### src/core/aip_pkg.sv
package aip_pkg;

  // ****************************************************************
  // widths and sizes
  // ****************************************************************
  localparam int DATA_W     = 16;
  localparam int BYTE_W     = 8;
  localparam int IDX_W      = 6;
  localparam int FIFO_DEPTH = 8;

  // ****************************************************************
  // configuration register numbers
  // ****************************************************************
  localparam logic [IDX_W-1:0] REG_FEATURE     = 6'h20;
  localparam logic [IDX_W-1:0] REG_USER_OFFSET = 6'h21;
  localparam logic [IDX_W-1:0] REG_USER_GAIN   = 6'h22;
  localparam logic [IDX_W-1:0] REG_THRESH_ONE  = 6'h23;
  localparam logic [IDX_W-1:0] REG_THRESH_TWO  = 6'h24;
  localparam logic [IDX_W-1:0] REG_CUTOFF      = 6'h25;

  // ****************************************************************
  // channel_feature_control fields
  // ****************************************************************
  localparam int FB_USER_SCALE = 0;
  localparam int FB_FACT_SCALE = 1;
  localparam int FB_WATCHDOG   = 2;
  localparam int FB_SIGN_MAG   = 3;
  localparam int FB_ALT_FORMAT = 4;
  localparam int FB_OVR_PROT   = 8;
  localparam int FB_LIMIT_ONE  = 9;
  localparam int FB_LIMIT_TWO  = 10;
  localparam int FB_FILTER     = 11;
  localparam logic [DATA_W-1:0] FEATURE_MASK  = 16'h0F1F;
  localparam logic [DATA_W-1:0] FEATURE_RESET = 16'h0906;

  // ****************************************************************
  // value register resets and scaling
  // ****************************************************************
  localparam logic [DATA_W-1:0] USER_OFFSET_RESET = 16'h0000;
  localparam logic [DATA_W-1:0] USER_GAIN_RESET   = 16'h0100;
  localparam logic [DATA_W-1:0] THRESH_RESET      = 16'h0000;
  localparam logic [DATA_W-1:0] CUTOFF_RESET_4CH  = 16'h00C8;
  localparam logic [DATA_W-1:0] CUTOFF_RESET_8CH  = 16'h0064;
  localparam int                GAIN_SHIFT        = 8;
  localparam logic signed [31:0] SAT_MAX = 32'sh00007FFF;
  localparam logic signed [31:0] SAT_MIN = 32'shFFFF8000;
  localparam logic [DATA_W-1:0] SM_MIN_CODE = 16'hFFFF;

  // ****************************************************************
  // filter cut-off bands (Hz) and their shift
  // ****************************************************************
  localparam logic [DATA_W-1:0] CUT_FAST = 16'h03E8;
  localparam logic [DATA_W-1:0] CUT_MID  = 16'h00C8;
  localparam logic [DATA_W-1:0] CUT_SLOW = 16'h0064;
  localparam logic [3:0] SHIFT_FAST = 4'h1;
  localparam logic [3:0] SHIFT_MID  = 4'h2;
  localparam logic [3:0] SHIFT_SLOW = 4'h3;
  localparam logic [3:0] SHIFT_MIN  = 4'h4;

  // ****************************************************************
  // status and control byte fields
  // ****************************************************************
  localparam int CB_REG_SEL = 7;
  localparam int SB_ACK     = 7;
  localparam int SB_ERROR   = 6;
  localparam int SB_LIM_TWO = 4;
  localparam int SB_LIM_ONE = 2;
  localparam int SB_OVER    = 1;
  localparam int SB_UNDER   = 0;
  localparam logic [1:0] LIM_OFF   = 2'h0;
  localparam logic [1:0] LIM_BELOW = 2'h1;
  localparam logic [1:0] LIM_ABOVE = 2'h2;

  // ****************************************************************
  // timing
  // ****************************************************************
  localparam int CLK_KHZ     = 250000;
  localparam int WDOG_MS     = 100;
  localparam int WDOG_CYCLES = WDOG_MS * CLK_KHZ;

endpackage

### src/core/aip_core.sv
`timescale 1ns/1ps
`default_nettype none
module aip_core
  import aip_pkg::*;
#(
  parameter int          NUM_CH      = 4,
  parameter bit          EIGHT_CH    = 1'b0,
  parameter int unsigned WDOG_LIMIT  = WDOG_CYCLES,
  parameter logic [15:0] FACT_GAIN   = 16'h0100,
  parameter logic [15:0] FACT_OFFSET = 16'h0000,
  parameter int          SEL_W       = $clog2(NUM_CH)
)
(
  // clock and reset
  input  wire logic                       clk_sys,
  input  wire logic                       reset_n,
  // register access
  input  wire logic                       cfg_wr,
  input  wire logic                       cfg_rd,
  input  wire logic [SEL_W-1:0]           cfg_channel,
  input  wire logic [IDX_W-1:0]           cfg_index,
  input  wire logic [DATA_W-1:0]          cfg_wdata,
  output logic      [DATA_W-1:0]          cfg_rdata,
  output logic                            cfg_rvalid,
  // converter samples
  input  wire logic                       sample_valid,
  output logic                            sample_ready,
  input  wire logic [SEL_W-1:0]           sample_channel,
  input  wire logic [DATA_W-1:0]          sample_data,
  // process image from the coupler
  input  wire logic [NUM_CH*BYTE_W-1:0]   channel_control_byte,
  input  wire logic [NUM_CH*DATA_W-1:0]   channel_output_word,
  // process image to the coupler
  output logic      [NUM_CH*BYTE_W-1:0]   channel_status_byte,
  output logic      [NUM_CH*DATA_W-1:0]   channel_input_word
);

  // ****************************************************************
  // helpers
  // ****************************************************************
  function automatic logic signed [31:0] scale(
    input logic [DATA_W-1:0] x,
    input logic [DATA_W-1:0] g,
    input logic [DATA_W-1:0] o);
    logic signed [32:0] p;
    logic signed [32:0] sh;
    p     = $signed({{17{x[15]}}, x}) * $signed({17'h00000, g});
    sh    = p >>> GAIN_SHIFT;
    scale = sh[31:0] + {{16{o[15]}}, o};
  endfunction

  // returns {over, under, value}
  function automatic logic [17:0] saturate(
    input logic signed [31:0] v,
    input logic               prot);
    saturate = {2'b00, v[15:0]};
    if (v > SAT_MAX)
    begin
      saturate = {2'b10, prot ? SAT_MAX[15:0] : v[15:0]};
    end
    else if (v < SAT_MIN)
    begin
      saturate = {2'b01, prot ? SAT_MIN[15:0] : v[15:0]};
    end
  endfunction

  function automatic logic [3:0] cutoff_shift(input logic [DATA_W-1:0] c);
    if (c >= CUT_FAST)
    begin
      cutoff_shift = SHIFT_FAST;
    end
    else if (c >= CUT_MID)
    begin
      cutoff_shift = SHIFT_MID;
    end
    else if (c >= CUT_SLOW)
    begin
      cutoff_shift = SHIFT_SLOW;
    end
    else
    begin
      cutoff_shift = SHIFT_MIN;
    end
  endfunction

  function automatic logic [1:0] limit_state(
    input logic              en,
    input logic [DATA_W-1:0] v,
    input logic [DATA_W-1:0] t);
    if (!en)
    begin
      limit_state = LIM_OFF;
    end
    else if ($signed(v) > $signed(t))
    begin
      limit_state = LIM_ABOVE;
    end
    else
    begin
      limit_state = LIM_BELOW;
    end
  endfunction

  // ****************************************************************
  // storage
  // ****************************************************************
  logic [DATA_W-1:0] feature     [NUM_CH];
  logic [DATA_W-1:0] user_offset [NUM_CH];
  logic [DATA_W-1:0] user_gain   [NUM_CH];
  logic [DATA_W-1:0] thresh_one  [NUM_CH];
  logic [DATA_W-1:0] thresh_two  [NUM_CH];
  logic [DATA_W-1:0] cutoff      [NUM_CH];
  logic [DATA_W-1:0] filt_state  [NUM_CH];
  logic [DATA_W-1:0] in_word     [NUM_CH];
  logic [1:0]        lim_one     [NUM_CH];
  logic [1:0]        lim_two     [NUM_CH];
  logic [31:0]       wdog_cnt    [NUM_CH];
  logic [NUM_CH-1:0] over_flag;
  logic [NUM_CH-1:0] under_flag;
  logic [NUM_CH-1:0] err_flag;
  logic [NUM_CH-1:0] ack_flag;

  // ****************************************************************
  // sample buffer
  // ****************************************************************
  logic                    f_valid;
  logic                    f_ready;
  logic                    take;
  logic [SEL_W+DATA_W-1:0] f_data;

  // config writes stall the drain so one sample sees one setting
  assign f_ready = !cfg_wr;
  assign take    = f_valid && f_ready;

  aip_fifo #(
    .WIDTH (SEL_W + DATA_W),
    .DEPTH (FIFO_DEPTH)
  ) u_fifo (
    .clk_sys   (clk_sys),
    .reset_n   (reset_n),
    .in_valid  (sample_valid),
    .in_ready  (sample_ready),
    .in_data   ({sample_channel, sample_data}),
    .out_valid (f_valid),
    .out_ready (f_ready),
    .out_data  (f_data)
  );

  // ****************************************************************
  // value path
  // ****************************************************************
  logic [SEL_W-1:0]  ch;
  logic [DATA_W-1:0] feat;
  logic [DATA_W-1:0] cal_val;
  logic [DATA_W-1:0] usr_val;
  logic [DATA_W-1:0] next_filt;
  logic [DATA_W-1:0] next_word;
  logic              next_over;
  logic              next_under;

  always_comb
  begin
    logic [17:0]        sat;
    logic signed [16:0] diff;
    logic signed [16:0] step;
    logic signed [16:0] sum;
    logic [DATA_W-1:0]  mag;
    logic [DATA_W-1:0]  fmt;
    sat        = '0;
    diff       = '0;
    step       = '0;
    sum        = '0;
    mag        = '0;
    fmt        = '0;
    ch         = f_data[SEL_W+DATA_W-1:DATA_W];
    feat       = feature[ch];
    next_over  = 1'b0;
    next_under = 1'b0;
    cal_val    = f_data[DATA_W-1:0];
    if (feat[FB_FACT_SCALE])
    begin
      sat        = saturate(scale(f_data[DATA_W-1:0], FACT_GAIN,
                                  FACT_OFFSET), feat[FB_OVR_PROT]);
      cal_val    = sat[15:0];
      next_over  = sat[17];
      next_under = sat[16];
    end
    usr_val = cal_val;
    if (feat[FB_USER_SCALE])
    begin
      sat        = saturate(scale(cal_val, user_gain[ch], user_offset[ch]),
                            feat[FB_OVR_PROT]);
      usr_val    = sat[15:0];
      next_over  = next_over || sat[17];
      next_under = next_under || sat[16];
    end
    next_filt = usr_val;
    if (feat[FB_FILTER])
    begin
      // shift of one or more keeps the sum inside 16 bits
      diff      = $signed({usr_val[15], usr_val})
                  - $signed({filt_state[ch][15], filt_state[ch]});
      step      = diff >>> cutoff_shift(cutoff[ch]);
      sum       = $signed({filt_state[ch][15], filt_state[ch]}) + step;
      next_filt = sum[15:0];
    end
    fmt = next_filt;
    if (feat[FB_SIGN_MAG])
    begin
      mag = -next_filt;
      if (!next_filt[15])
      begin
        fmt = next_filt;
      end
      else if (next_filt == SAT_MIN[15:0])
      begin
        fmt = SM_MIN_CODE;
      end
      else
      begin
        fmt = {1'b1, mag[14:0]};
      end
    end
    // low three bits become two zeros and the over flag in the alternative format
    next_word = fmt;
    if (feat[FB_ALT_FORMAT])
    begin
      next_word = {fmt[15:3], 2'b00, next_over};
    end
  end

  // ****************************************************************
  // configuration registers
  // ****************************************************************
  always_ff @(posedge clk_sys or negedge reset_n)
  begin
    if (!reset_n)
    begin
      for (int i = 0; i < NUM_CH; i++)
      begin
        feature[i]     <= FEATURE_RESET;
        user_offset[i] <= USER_OFFSET_RESET;
        user_gain[i]   <= USER_GAIN_RESET;
        thresh_one[i]  <= THRESH_RESET;
        thresh_two[i]  <= THRESH_RESET;
        cutoff[i]      <= EIGHT_CH ? CUTOFF_RESET_8CH
                                   : CUTOFF_RESET_4CH;
      end
    end
    else if (cfg_wr)
    begin
      unique case (cfg_index)
        REG_FEATURE:     feature[cfg_channel]     <= cfg_wdata
                                                     & FEATURE_MASK;
        REG_USER_OFFSET: user_offset[cfg_channel] <= cfg_wdata;
        REG_USER_GAIN:   user_gain[cfg_channel]   <= cfg_wdata;
        REG_THRESH_ONE:  thresh_one[cfg_channel]  <= cfg_wdata;
        REG_THRESH_TWO:  thresh_two[cfg_channel]  <= cfg_wdata;
        REG_CUTOFF:      cutoff[cfg_channel]      <= cfg_wdata;
        default:         ;
      endcase
    end
  end

  always_ff @(posedge clk_sys or negedge reset_n)
  begin
    if (!reset_n)
    begin
      cfg_rdata  <= '0;
      cfg_rvalid <= 1'b0;
    end
    else
    begin
      cfg_rvalid <= cfg_rd;
      if (cfg_rd)
      begin
        unique case (cfg_index)
          REG_FEATURE:     cfg_rdata <= feature[cfg_channel];
          REG_USER_OFFSET: cfg_rdata <= user_offset[cfg_channel];
          REG_USER_GAIN:   cfg_rdata <= user_gain[cfg_channel];
          REG_THRESH_ONE:  cfg_rdata <= thresh_one[cfg_channel];
          REG_THRESH_TWO:  cfg_rdata <= thresh_two[cfg_channel];
          REG_CUTOFF:      cfg_rdata <= cutoff[cfg_channel];
          default:         cfg_rdata <= '0;
        endcase
      end
    end
  end

  // ****************************************************************
  // channel results
  // ****************************************************************
  always_ff @(posedge clk_sys or negedge reset_n)
  begin
    if (!reset_n)
    begin
      for (int i = 0; i < NUM_CH; i++)
      begin
        filt_state[i] <= '0;
        in_word[i]    <= '0;
        lim_one[i]    <= LIM_OFF;
        lim_two[i]    <= LIM_OFF;
      end
      over_flag  <= '0;
      under_flag <= '0;
    end
    else if (take)
    begin
      filt_state[ch] <= next_filt;
      over_flag[ch]  <= next_over;
      under_flag[ch] <= next_under;
      lim_one[ch] <= limit_state(feat[FB_LIMIT_ONE], next_filt,
                                 thresh_one[ch]);
      lim_two[ch] <= limit_state(feat[FB_LIMIT_TWO], next_filt,
                                 thresh_two[ch]);
      // word frozen while the channel is in register communication
      if (!channel_control_byte[ch*BYTE_W+CB_REG_SEL])
      begin
        in_word[ch] <= next_word;
      end
    end
  end

  // ****************************************************************
  // watchdog and mode acknowledge
  // ****************************************************************
  always_ff @(posedge clk_sys or negedge reset_n)
  begin
    if (!reset_n)
    begin
      for (int i = 0; i < NUM_CH; i++)
      begin
        wdog_cnt[i] <= '0;
      end
      err_flag <= '0;
      ack_flag <= '0;
    end
    else
    begin
      for (int i = 0; i < NUM_CH; i++)
      begin
        ack_flag[i] <= channel_control_byte[i*BYTE_W+CB_REG_SEL];
        if (take && (ch == SEL_W'(i)))
        begin
          wdog_cnt[i] <= '0;
          err_flag[i] <= 1'b0;
        end
        else if (!feature[i][FB_WATCHDOG])
        begin
          wdog_cnt[i] <= '0;
          err_flag[i] <= 1'b0;
        end
        else if (wdog_cnt[i] >= WDOG_LIMIT - 1)
        begin
          err_flag[i] <= 1'b1;
        end
        else
        begin
          wdog_cnt[i] <= wdog_cnt[i] + 1'b1;
        end
      end
    end
  end

  // ****************************************************************
  // process image
  // ****************************************************************
  always_comb
  begin
    for (int i = 0; i < NUM_CH; i++)
    begin
      channel_input_word[i*DATA_W +: DATA_W]  = in_word[i];
      channel_status_byte[i*BYTE_W +: BYTE_W] =
        {ack_flag[i], err_flag[i], lim_two[i], lim_one[i],
         over_flag[i], under_flag[i]};
    end
  end

endmodule
`default_nettype wire

### src/core/aip_fifo.sv
`timescale 1ns/1ps
`default_nettype none
module aip_fifo
  import aip_pkg::*;
#(
  parameter int WIDTH = 18,
  parameter int DEPTH = FIFO_DEPTH
)
(
  // clock and reset
  input  wire logic             clk_sys,
  input  wire logic             reset_n,
  // fill side
  input  wire logic             in_valid,
  output logic                  in_ready,
  input  wire logic [WIDTH-1:0] in_data,
  // drain side
  output logic                  out_valid,
  input  wire logic             out_ready,
  output logic      [WIDTH-1:0] out_data
);

  localparam int PW = $clog2(DEPTH);

  logic [WIDTH-1:0] mem [DEPTH];
  logic [PW:0]      wr_ptr;
  logic [PW:0]      rd_ptr;
  logic             push;
  logic             pop;

  assign in_ready  = (wr_ptr[PW-1:0] != rd_ptr[PW-1:0])
                     || (wr_ptr[PW] == rd_ptr[PW]);
  assign out_valid = (wr_ptr != rd_ptr);
  assign push      = in_valid && in_ready;
  assign pop       = out_valid && out_ready;
  assign out_data  = mem[rd_ptr[PW-1:0]];

  always_ff @(posedge clk_sys)
  begin
    if (push)
    begin
      mem[wr_ptr[PW-1:0]] <= in_data;
    end
  end

  always_ff @(posedge clk_sys or negedge reset_n)
  begin
    if (!reset_n)
    begin
      wr_ptr <= '0;
      rd_ptr <= '0;
    end
    else
    begin
      if (push)
      begin
        wr_ptr <= wr_ptr + 1'b1;
      end
      if (pop)
      begin
        rd_ptr <= rd_ptr + 1'b1;
      end
    end
  end

endmodule
`default_nettype wire

### config.mk
export PLATFORM = sky130hd
export DESIGN_NAME = aip_core
export DESIGN_NICKNAME = d
export VERILOG_FILES = /design/src/core/aip_pkg.sv /design/src/core/aip_core.sv /design/src/core/aip_fifo.sv
export SDC_FILE = /design/constraint.sdc
export NUM_CORES = 2
export LEC_CHECK = 0
export ABC_CLOCK_PERIOD_IN_PS = 20100
export BUFFER_PORTS_ARGS = -buffer_cell sky130_fd_sc_hd__buf_4
export CORE_ASPECT_RATIO = 0.8
export CORE_MARGIN = 4
export CORE_UTILIZATION = 38
export DETAILED_ROUTE_END_ITERATION = 7
export HOLD_SLACK_MARGIN = 0.08
export PLACE_DENSITY_LB_ADDON = 0.2
export SLEW_MARGIN = 0
export SYNTH_ARGS = -nofsm -noshare
export SYNTH_HDL_FRONTEND = slang
export SYNTH_HIERARCHICAL = 1
export SYNTH_SLANG_ARGS = --single-unit
### constraint.sdc
create_clock -name clk_sys -period 20.1 [get_ports clk_sys]
set_clock_uncertainty 0.1 [all_clocks]
set_input_delay 1.005 -clock clk_sys [delete_from_list [all_inputs] [get_ports clk_sys]]
set_output_delay 1.005 -clock clk_sys [all_outputs]
set_load 0.02 [all_outputs]
After elaboration in Yosys (flattened, before gate mapping)
Memories as Yosys holds them, arrays and structs flattened.
Cells that the tools add are included.
{ "totals": {"elab_cells": 252, "out_inout_bits": 114, "in_bits": 143, "reg_bits": 697, "ramBits": 144, "mem_count": 1} }
{ "op_classes": {"n_bitwise": 3, "shifts": 1, "n_reduce_logical": 21, "multipliers": 1, "addsub": 11, "n_mux": 118, "magnitude_cmp": 20, "eq_ne": 21} }
{ "mem_list": {"columns": ["name", "depth", "word_bits", "read_ports", "rd_ports_with_merged_regs", "write_ports", "line", "rtl"], "rows": [
  ["u_fifo.mem", 8, 18, 1, 0, 1, "aip_fifo.sv:25", "logic [WIDTH-1:0] mem [DEPTH];"]
]} }
{ "op_table": {"columns": ["cell", "n"], "rows": [
  ["two-way mux 16 bit", 35],
  ["bitwise mux 64 bit", 8],
  ["binary-select mux 16 bit (select 2 bit)", 13],
  ["two-way mux 32 bit", 12],
  ["adder 32 x 1 -> 32 bit, second input constant", 4],
  ["greater-or-equal comparator 32 x 25 -> 1 bit, second input constant", 4],
  ["one-hot mux 16 bit (6 select lines)", 1],
  ["demux 16 bit (select 2 bit)", 2],
  ["two-way mux 18 bit", 3],
  ["equality test 6 bit, second input constant", 6],
  ["two-way mux 17 bit", 2],
  ["multiplier 16 x 17 -> 33 bit", 1],
  ["greater-than comparator 16 bit", 2],
  ["adder 25 x 16 -> 26 bit", 1],
  ["greater-than comparator 26 x 16 -> 1 bit, second input constant", 1],
  ["less-than comparator 26 x 16 -> 1 bit, second input constant", 1],
  ["two-way mux 12 bit", 2],
  ["two-way mux 1 bit", 20],
  [">>> shifter 17 x 4 -> 16 bit", 1],
  ["subtractor 16 x 16 -> 17 bit", 1],
  ["adder 16 bit", 1],
  ["bitwise mux 8 bit", 2],
  ["equality test 16 bit, second input constant", 1],
  ["greater-or-equal comparator 16 x 10 -> 1 bit, second input constant", 1],
  ["34 further kinds", 71]
]} }

Depth between registers and ports, before layout
An unclocked memory read counts as a cell.
{ "logic_depth": {"ltp_word": 26, "depth_mapped": 85, "mapped_depth_nobuf": 72} }

Modules after synthesis
The synthesis kept the hierarchy.
{ "by_module_without_submodules": {"columns": ["mod", "area_each_um2", "seq_area_each_um2", "cells_per_inst", "n_inst"], "rows": [
  ["aip_core", 45074.5, 16580.9, 4213, 1],
  ["aip_fifo", 6040.8, 4524.3, 266, 1]
]} }

Least setup slack after synthesis
OpenSTA, ideal clock, no wires.
{ "synth_path": {"path_type": "register to register", "from": "register u_fifo.rd_ptr[0]", "to": "register lim_one (netlist bit channel_status_byte[19])", "setup_slack_ns": 2.020, "setup_ns": 0.122, "path_buffers": 11, "required_time_ns": 19.878, "arrival_ns": 17.858, "stages_incl_launch_ff": 77, "synth_period_minus_slack_ns": 18.080, "path_cell_list": "dfrtp_1 -> buf_6 -> buf_2 -> mux4_2 -> mux2_2 -> clkbuf_1 -> buf_1 -> clkbuf_1 -> clkbuf_1 -> buf_1 -> buf_1 -> clkbuf_1 -> mux4_2 -> clkbuf_1 -> and2_1 -> fa_1 -> inv_1 -> fa_1 -> [... 41 more ...] -> a221o_1 -> ha_1 -> a21o_1 -> nor3_1 -> a211oi_1 -> o31a_1 -> o21a_1 -> o21ai_0 -> nand2b_1 -> xnor2_1 -> o21a_1 -> inv_1 -> ha_1 -> or3_1 -> o21bai_1 -> o22ai_1 -> o31ai_4 -> a32o_1"} }
{ "synth_via": {"elab_chain_cells": 25, "word_cells_on_any_way": 60, "classes_between": "add/sub (3); mul (1); order compare (10); eq/ne (1); shift (1); mux (40); bitwise (1); reduce/logical (2); memory (1)"} }
{ "synth_rtl": {"columns": ["element", "line", "rtl"], "rows": [
  ["start, declared", "aip_fifo.sv:27", "logic [PW:0] rd_ptr;"],
  ["start signal, assigned", "aip_fifo.sv:61", "rd_ptr <= rd_ptr + 1'b1;"],
  ["memory (8 x 18 bit) (*)", null, null],
  ["named net f_data[17]", "aip_core.sv:129", "logic [SEL_W+DATA_W-1:0] f_data;"],
  ["NOT 2 -> 3 bit (not written as such) (*)", null, null],
  ["binary-select mux 16 bit (select 2 bit)", "aip_core.sv:176", "feat = feature[ch];"],
  ["two-way mux 12 bit (not written as such) (2 in series)", "aip_core.sv:176", null],
  ["two-way mux 16 bit", "aip_core.sv:63", "saturate = {2'b01, prot ? SAT_MIN[15:0] : v[15:0]};"],
  ["two-way mux 17 bit", "aip_core.sv:61", "else if (v < SAT_MIN)"],
  ["two-way mux 18 bit", "aip_core.sv:57", "if (v > SAT_MAX)"],
  ["[... 10 more ...]", null, null],
  ["adder 16 bit", "aip_core.sv:204", "sum = $signed({filt_state[ch][15], filt_state[ch]}) + step;"],
  ["two-way mux 16 bit (*)", "aip_core.sv:198", "if (feat[FB_FILTER])"],
  ["named net next_filt[14]", "aip_core.sv:156", "logic [DATA_W-1:0] next_filt;"],
  ["greater-than comparator 16 bit (*)", "aip_core.sv:94", "else if ($signed(v) > $signed(t))"],
  ["two-way mux 2 bit (*)", "aip_core.sv:94", null],
  ["two-way mux 2 bit (*)", "aip_core.sv:90", "if (!en)"],
  ["two-way mux 2 bit (*)", "aip_core.sv:307", "else if (take)"],
  ["bitwise mux 8 bit (*)", "aip_core.sv:312", "lim_one[ch] <= limit_state(feat[FB_LIMIT_ONE], next_filt,"],
  ["end signal, assigned by index", "aip_core.sv:312", null],
  ["end, declared", "aip_core.sv:115", "logic [1:0] lim_one [NUM_CH];"]
]} }
Mark *: on every way through the listed nets, which the timed path passes. The rest lies on a longest branch. The select of a mux whose other input is x is not followed.
A chain may end at the register's enable or synchronous reset.

Final worst setup path
Same ends and word-level chain as after synthesis.

==> results.md <==
- Fmax: 0.0528 GHz
- Final Net Count: 5,079
- Synth Area in Simple Gates: 0.117
- Top-count cell post-synth: dfrtp_1
- Syn Std Cell Area: 51,100 um^2
- Synth top area share: 0.312
- Final period util: 0.942
- Slew margin rel.: 0.260
- Clk buf depth: 3
- Hold Vio Cnt, Final: 0
- Placer Congestion: roughly 0.87
- Gr ovfl total: 0
- Yosys warns: 6
- Cell family with most CP delay: compound AO/OA/AOI/OAI gates
- Top_reg_cell synth: dfrtp_1
- Slew Limit Fails: 0
- Largest cells by area after synthesis: dfrtp_1 31%, mux4_2 9.4%, mux2_2 8.5%
- Setup TNS: 0 ns
- DRC: 0
- Critical path class: reg2reg
- WP buf/inv: 8
- Largest area contributor in the netlist: dfrtp_1
- Complex-gate fraction of the synthesized area: 0.0824
- Worst path slowest cell: mux4_2
- Worst-Skew Late Latency: 0.69 ns
- Initial drt markers: about 2,700
- Wire length per cell: 22.2 um
- Yosys cell types: 103
- Post-synthesis mux area share: 0.189
- CP max FO: 32
- Row Count: 120
- Worst reg2reg path endpoint: channel_status_byte[19]
- Clk sinks: 813
- Cell mode on critical path: inv_1
- Status: completed
- Vias in the first global route: ~35,000
- Die ar.: 140,000 um^2
- Main combinational cell family by area after synthesis: multiplexers
- Vias: 35,100
- Crit path time final: 18.94 ns
- Crit path largest cell delay: about 0.75 ns
- R2r startpoint: u_fifo/rd_ptr[0]
- Die Wd: 418 um
- Drt total wl: 142,000 um
- CP Data Required Time: 20.54 ns
- IO Pins: between 200 and 300
- Crit. End Element: flop
- Share of flip-flops with an asynchronous set or reset: 0.823
- Post-synth EDFFs: 144
- Height of the die: between 300 and 400 um
- Adder-cell share of the synthesized area: 0.127
- First-pass GRT wire length: 220,000 um
- Xor and xnor area share after synthesis: 0.0260
- CTS tree: built
- Hold WC Path Type: in2async
- Syn avg cell area: ~11 um^2
- Starting Density: 0.382
- CTS HTree Levels: 3
- Tightest Pin Transition: 1.11 ns
- R2r setup slk: 1.16 ns
- Area added between synthesis and finish: 11.9%
- Synth cell count leaders: 637 x dfrtp_1, 462 x nand2_1, 386 x mux2_2, 336 x inv_1, 262 x nor2_1
- Total GRT Usage: 0.203
- Clk root buf: clkbuf_16
- Hpwl dp: 99,500 um
- Fraction of layout cells with a size suffix above 1: 0.230
- Fin Hold WS: 0.204 ns
- Initial antenna violation count: 4
- Final setup fails: 0
- Worst R2R Path Depth: 67
- Crit start category: flop
- Register bit total from synthesis: 813
- Core area: around 130,000 um^2
- Worst-path clk slew: ~0.060 ns
- First drt pass iteration count: 5
- Largest net degree at the start of global routing: 169
- RSZ-0062 raised after global routing: no
- Via-per-instance ratio: about 5.5
- CTS buffer count: 89
- Port bufs: about 160
- Synth Net Count: 5,024
- Sequential share of the synthesized area: 0.413
- Critical path data arrival time: 19.38 ns
- Cells after Synth: 4,479
- Antenna viol nets, final: 0
- Max Cap Viol: 0
-- per-stage QoR --
step,area [um^2],instances,worst slack [ns],util
2_1_floorplan,51100,4479,2.02,-
3_3_place_gp,54100,6212,1.44,0.405
3_5_place_dp,54100,6212,1.27,0.405
4_1_cts,57200,6378,1.14,0.427
5_1_grt,57200,6378,0.0709,0.427
6_report,57200,6383,1.16,0.427
-- cell type report --
type	instances	area [um^2]
antenna	5	12.5
clock buffer	127	2490
clock inverter	39	562
fill	12600	76600
inverter	339	1270
multi-input combinational	3067	27800
sequential	813	21100
tap	1769	2210
timing repair buffer	224	1720
-- registers in the layout (all words and copies together) (netlist names), 4 cells and up --
name	count
under_flag	4
u_fifo/wr_ptr	4
u_fifo/mem	144
over_flag	4
err_flag	4
user_offset	64
feature	36
filt_state	64
ack_flag	4
thresh_two	64
cfg_rdata	16
wdog_cnt	128
u_fifo/rd_ptr	4
channel_status_byte	16
cutoff	64
user_gain	64
channel_input_word	64
thresh_one	64
-- placed cells by master, fill, tap and decap left out, types with 84 or more instances in the layout --
master	n
nand2_1	460
edfxtp_1	144
o21ai_0	152
fa_1	196
mux2_2	384
a21oi_1	111
inv_1	336
dfrtp_1	636
clkbuf_16	90
buf_4	220
xor2_1	84
mux4_2	213
nor2_1	261
and2_1	130
ha_1	206
-- logic make-up (layout without fill, tap and decap cells) --
logic type / count (synthesis) / in the layout
AOI/OAI and AO/OA: 626 / 626
xor gates and xnor gates: 152 / 152
adders and majority gates: 402 / 402
buffers and inverters: 599 / 729
DFF: 813 / 813
muxes: 646 / 646
other: 0 / 5
and+or+nand+nor: 1241 / 1241
-- per-layer routing --
layer  track usage  share of wire
met5             0              0
met4        0.0405          0.018
met3        0.0298          0.054
met2         0.309           0.45
met1         0.307           0.48
-- what timing repair did --
item                       CTS  global route
buffers inserted             0             0
hold buffers                 0             0
setup endpoints to repair    0            10
gates resized for setup      0             1
-- worst max-delay path by stage --
stage,from,to,slack [ns],depth (start not counted)
finish,u_fifo/rd_ptr[0],channel_status_byte[19],1.16,67
CTS,u_fifo/rd_ptr[0],channel_status_byte[19],1.14,67
global placement,u_fifo/rd_ptr[0],channel_status_byte[5],1.44,67
floorplan,u_fifo/rd_ptr[0],channel_status_byte[19],2.02,76
detailed placement,u_fifo/rd_ptr[0],channel_status_byte[5],1.27,67
global route,u_fifo/rd_ptr[0],channel_status_byte[19],0.07,69
Power is not shown: default switching activity piles up to over one toggle a cycle in this logic, so the estimate is an artifact.
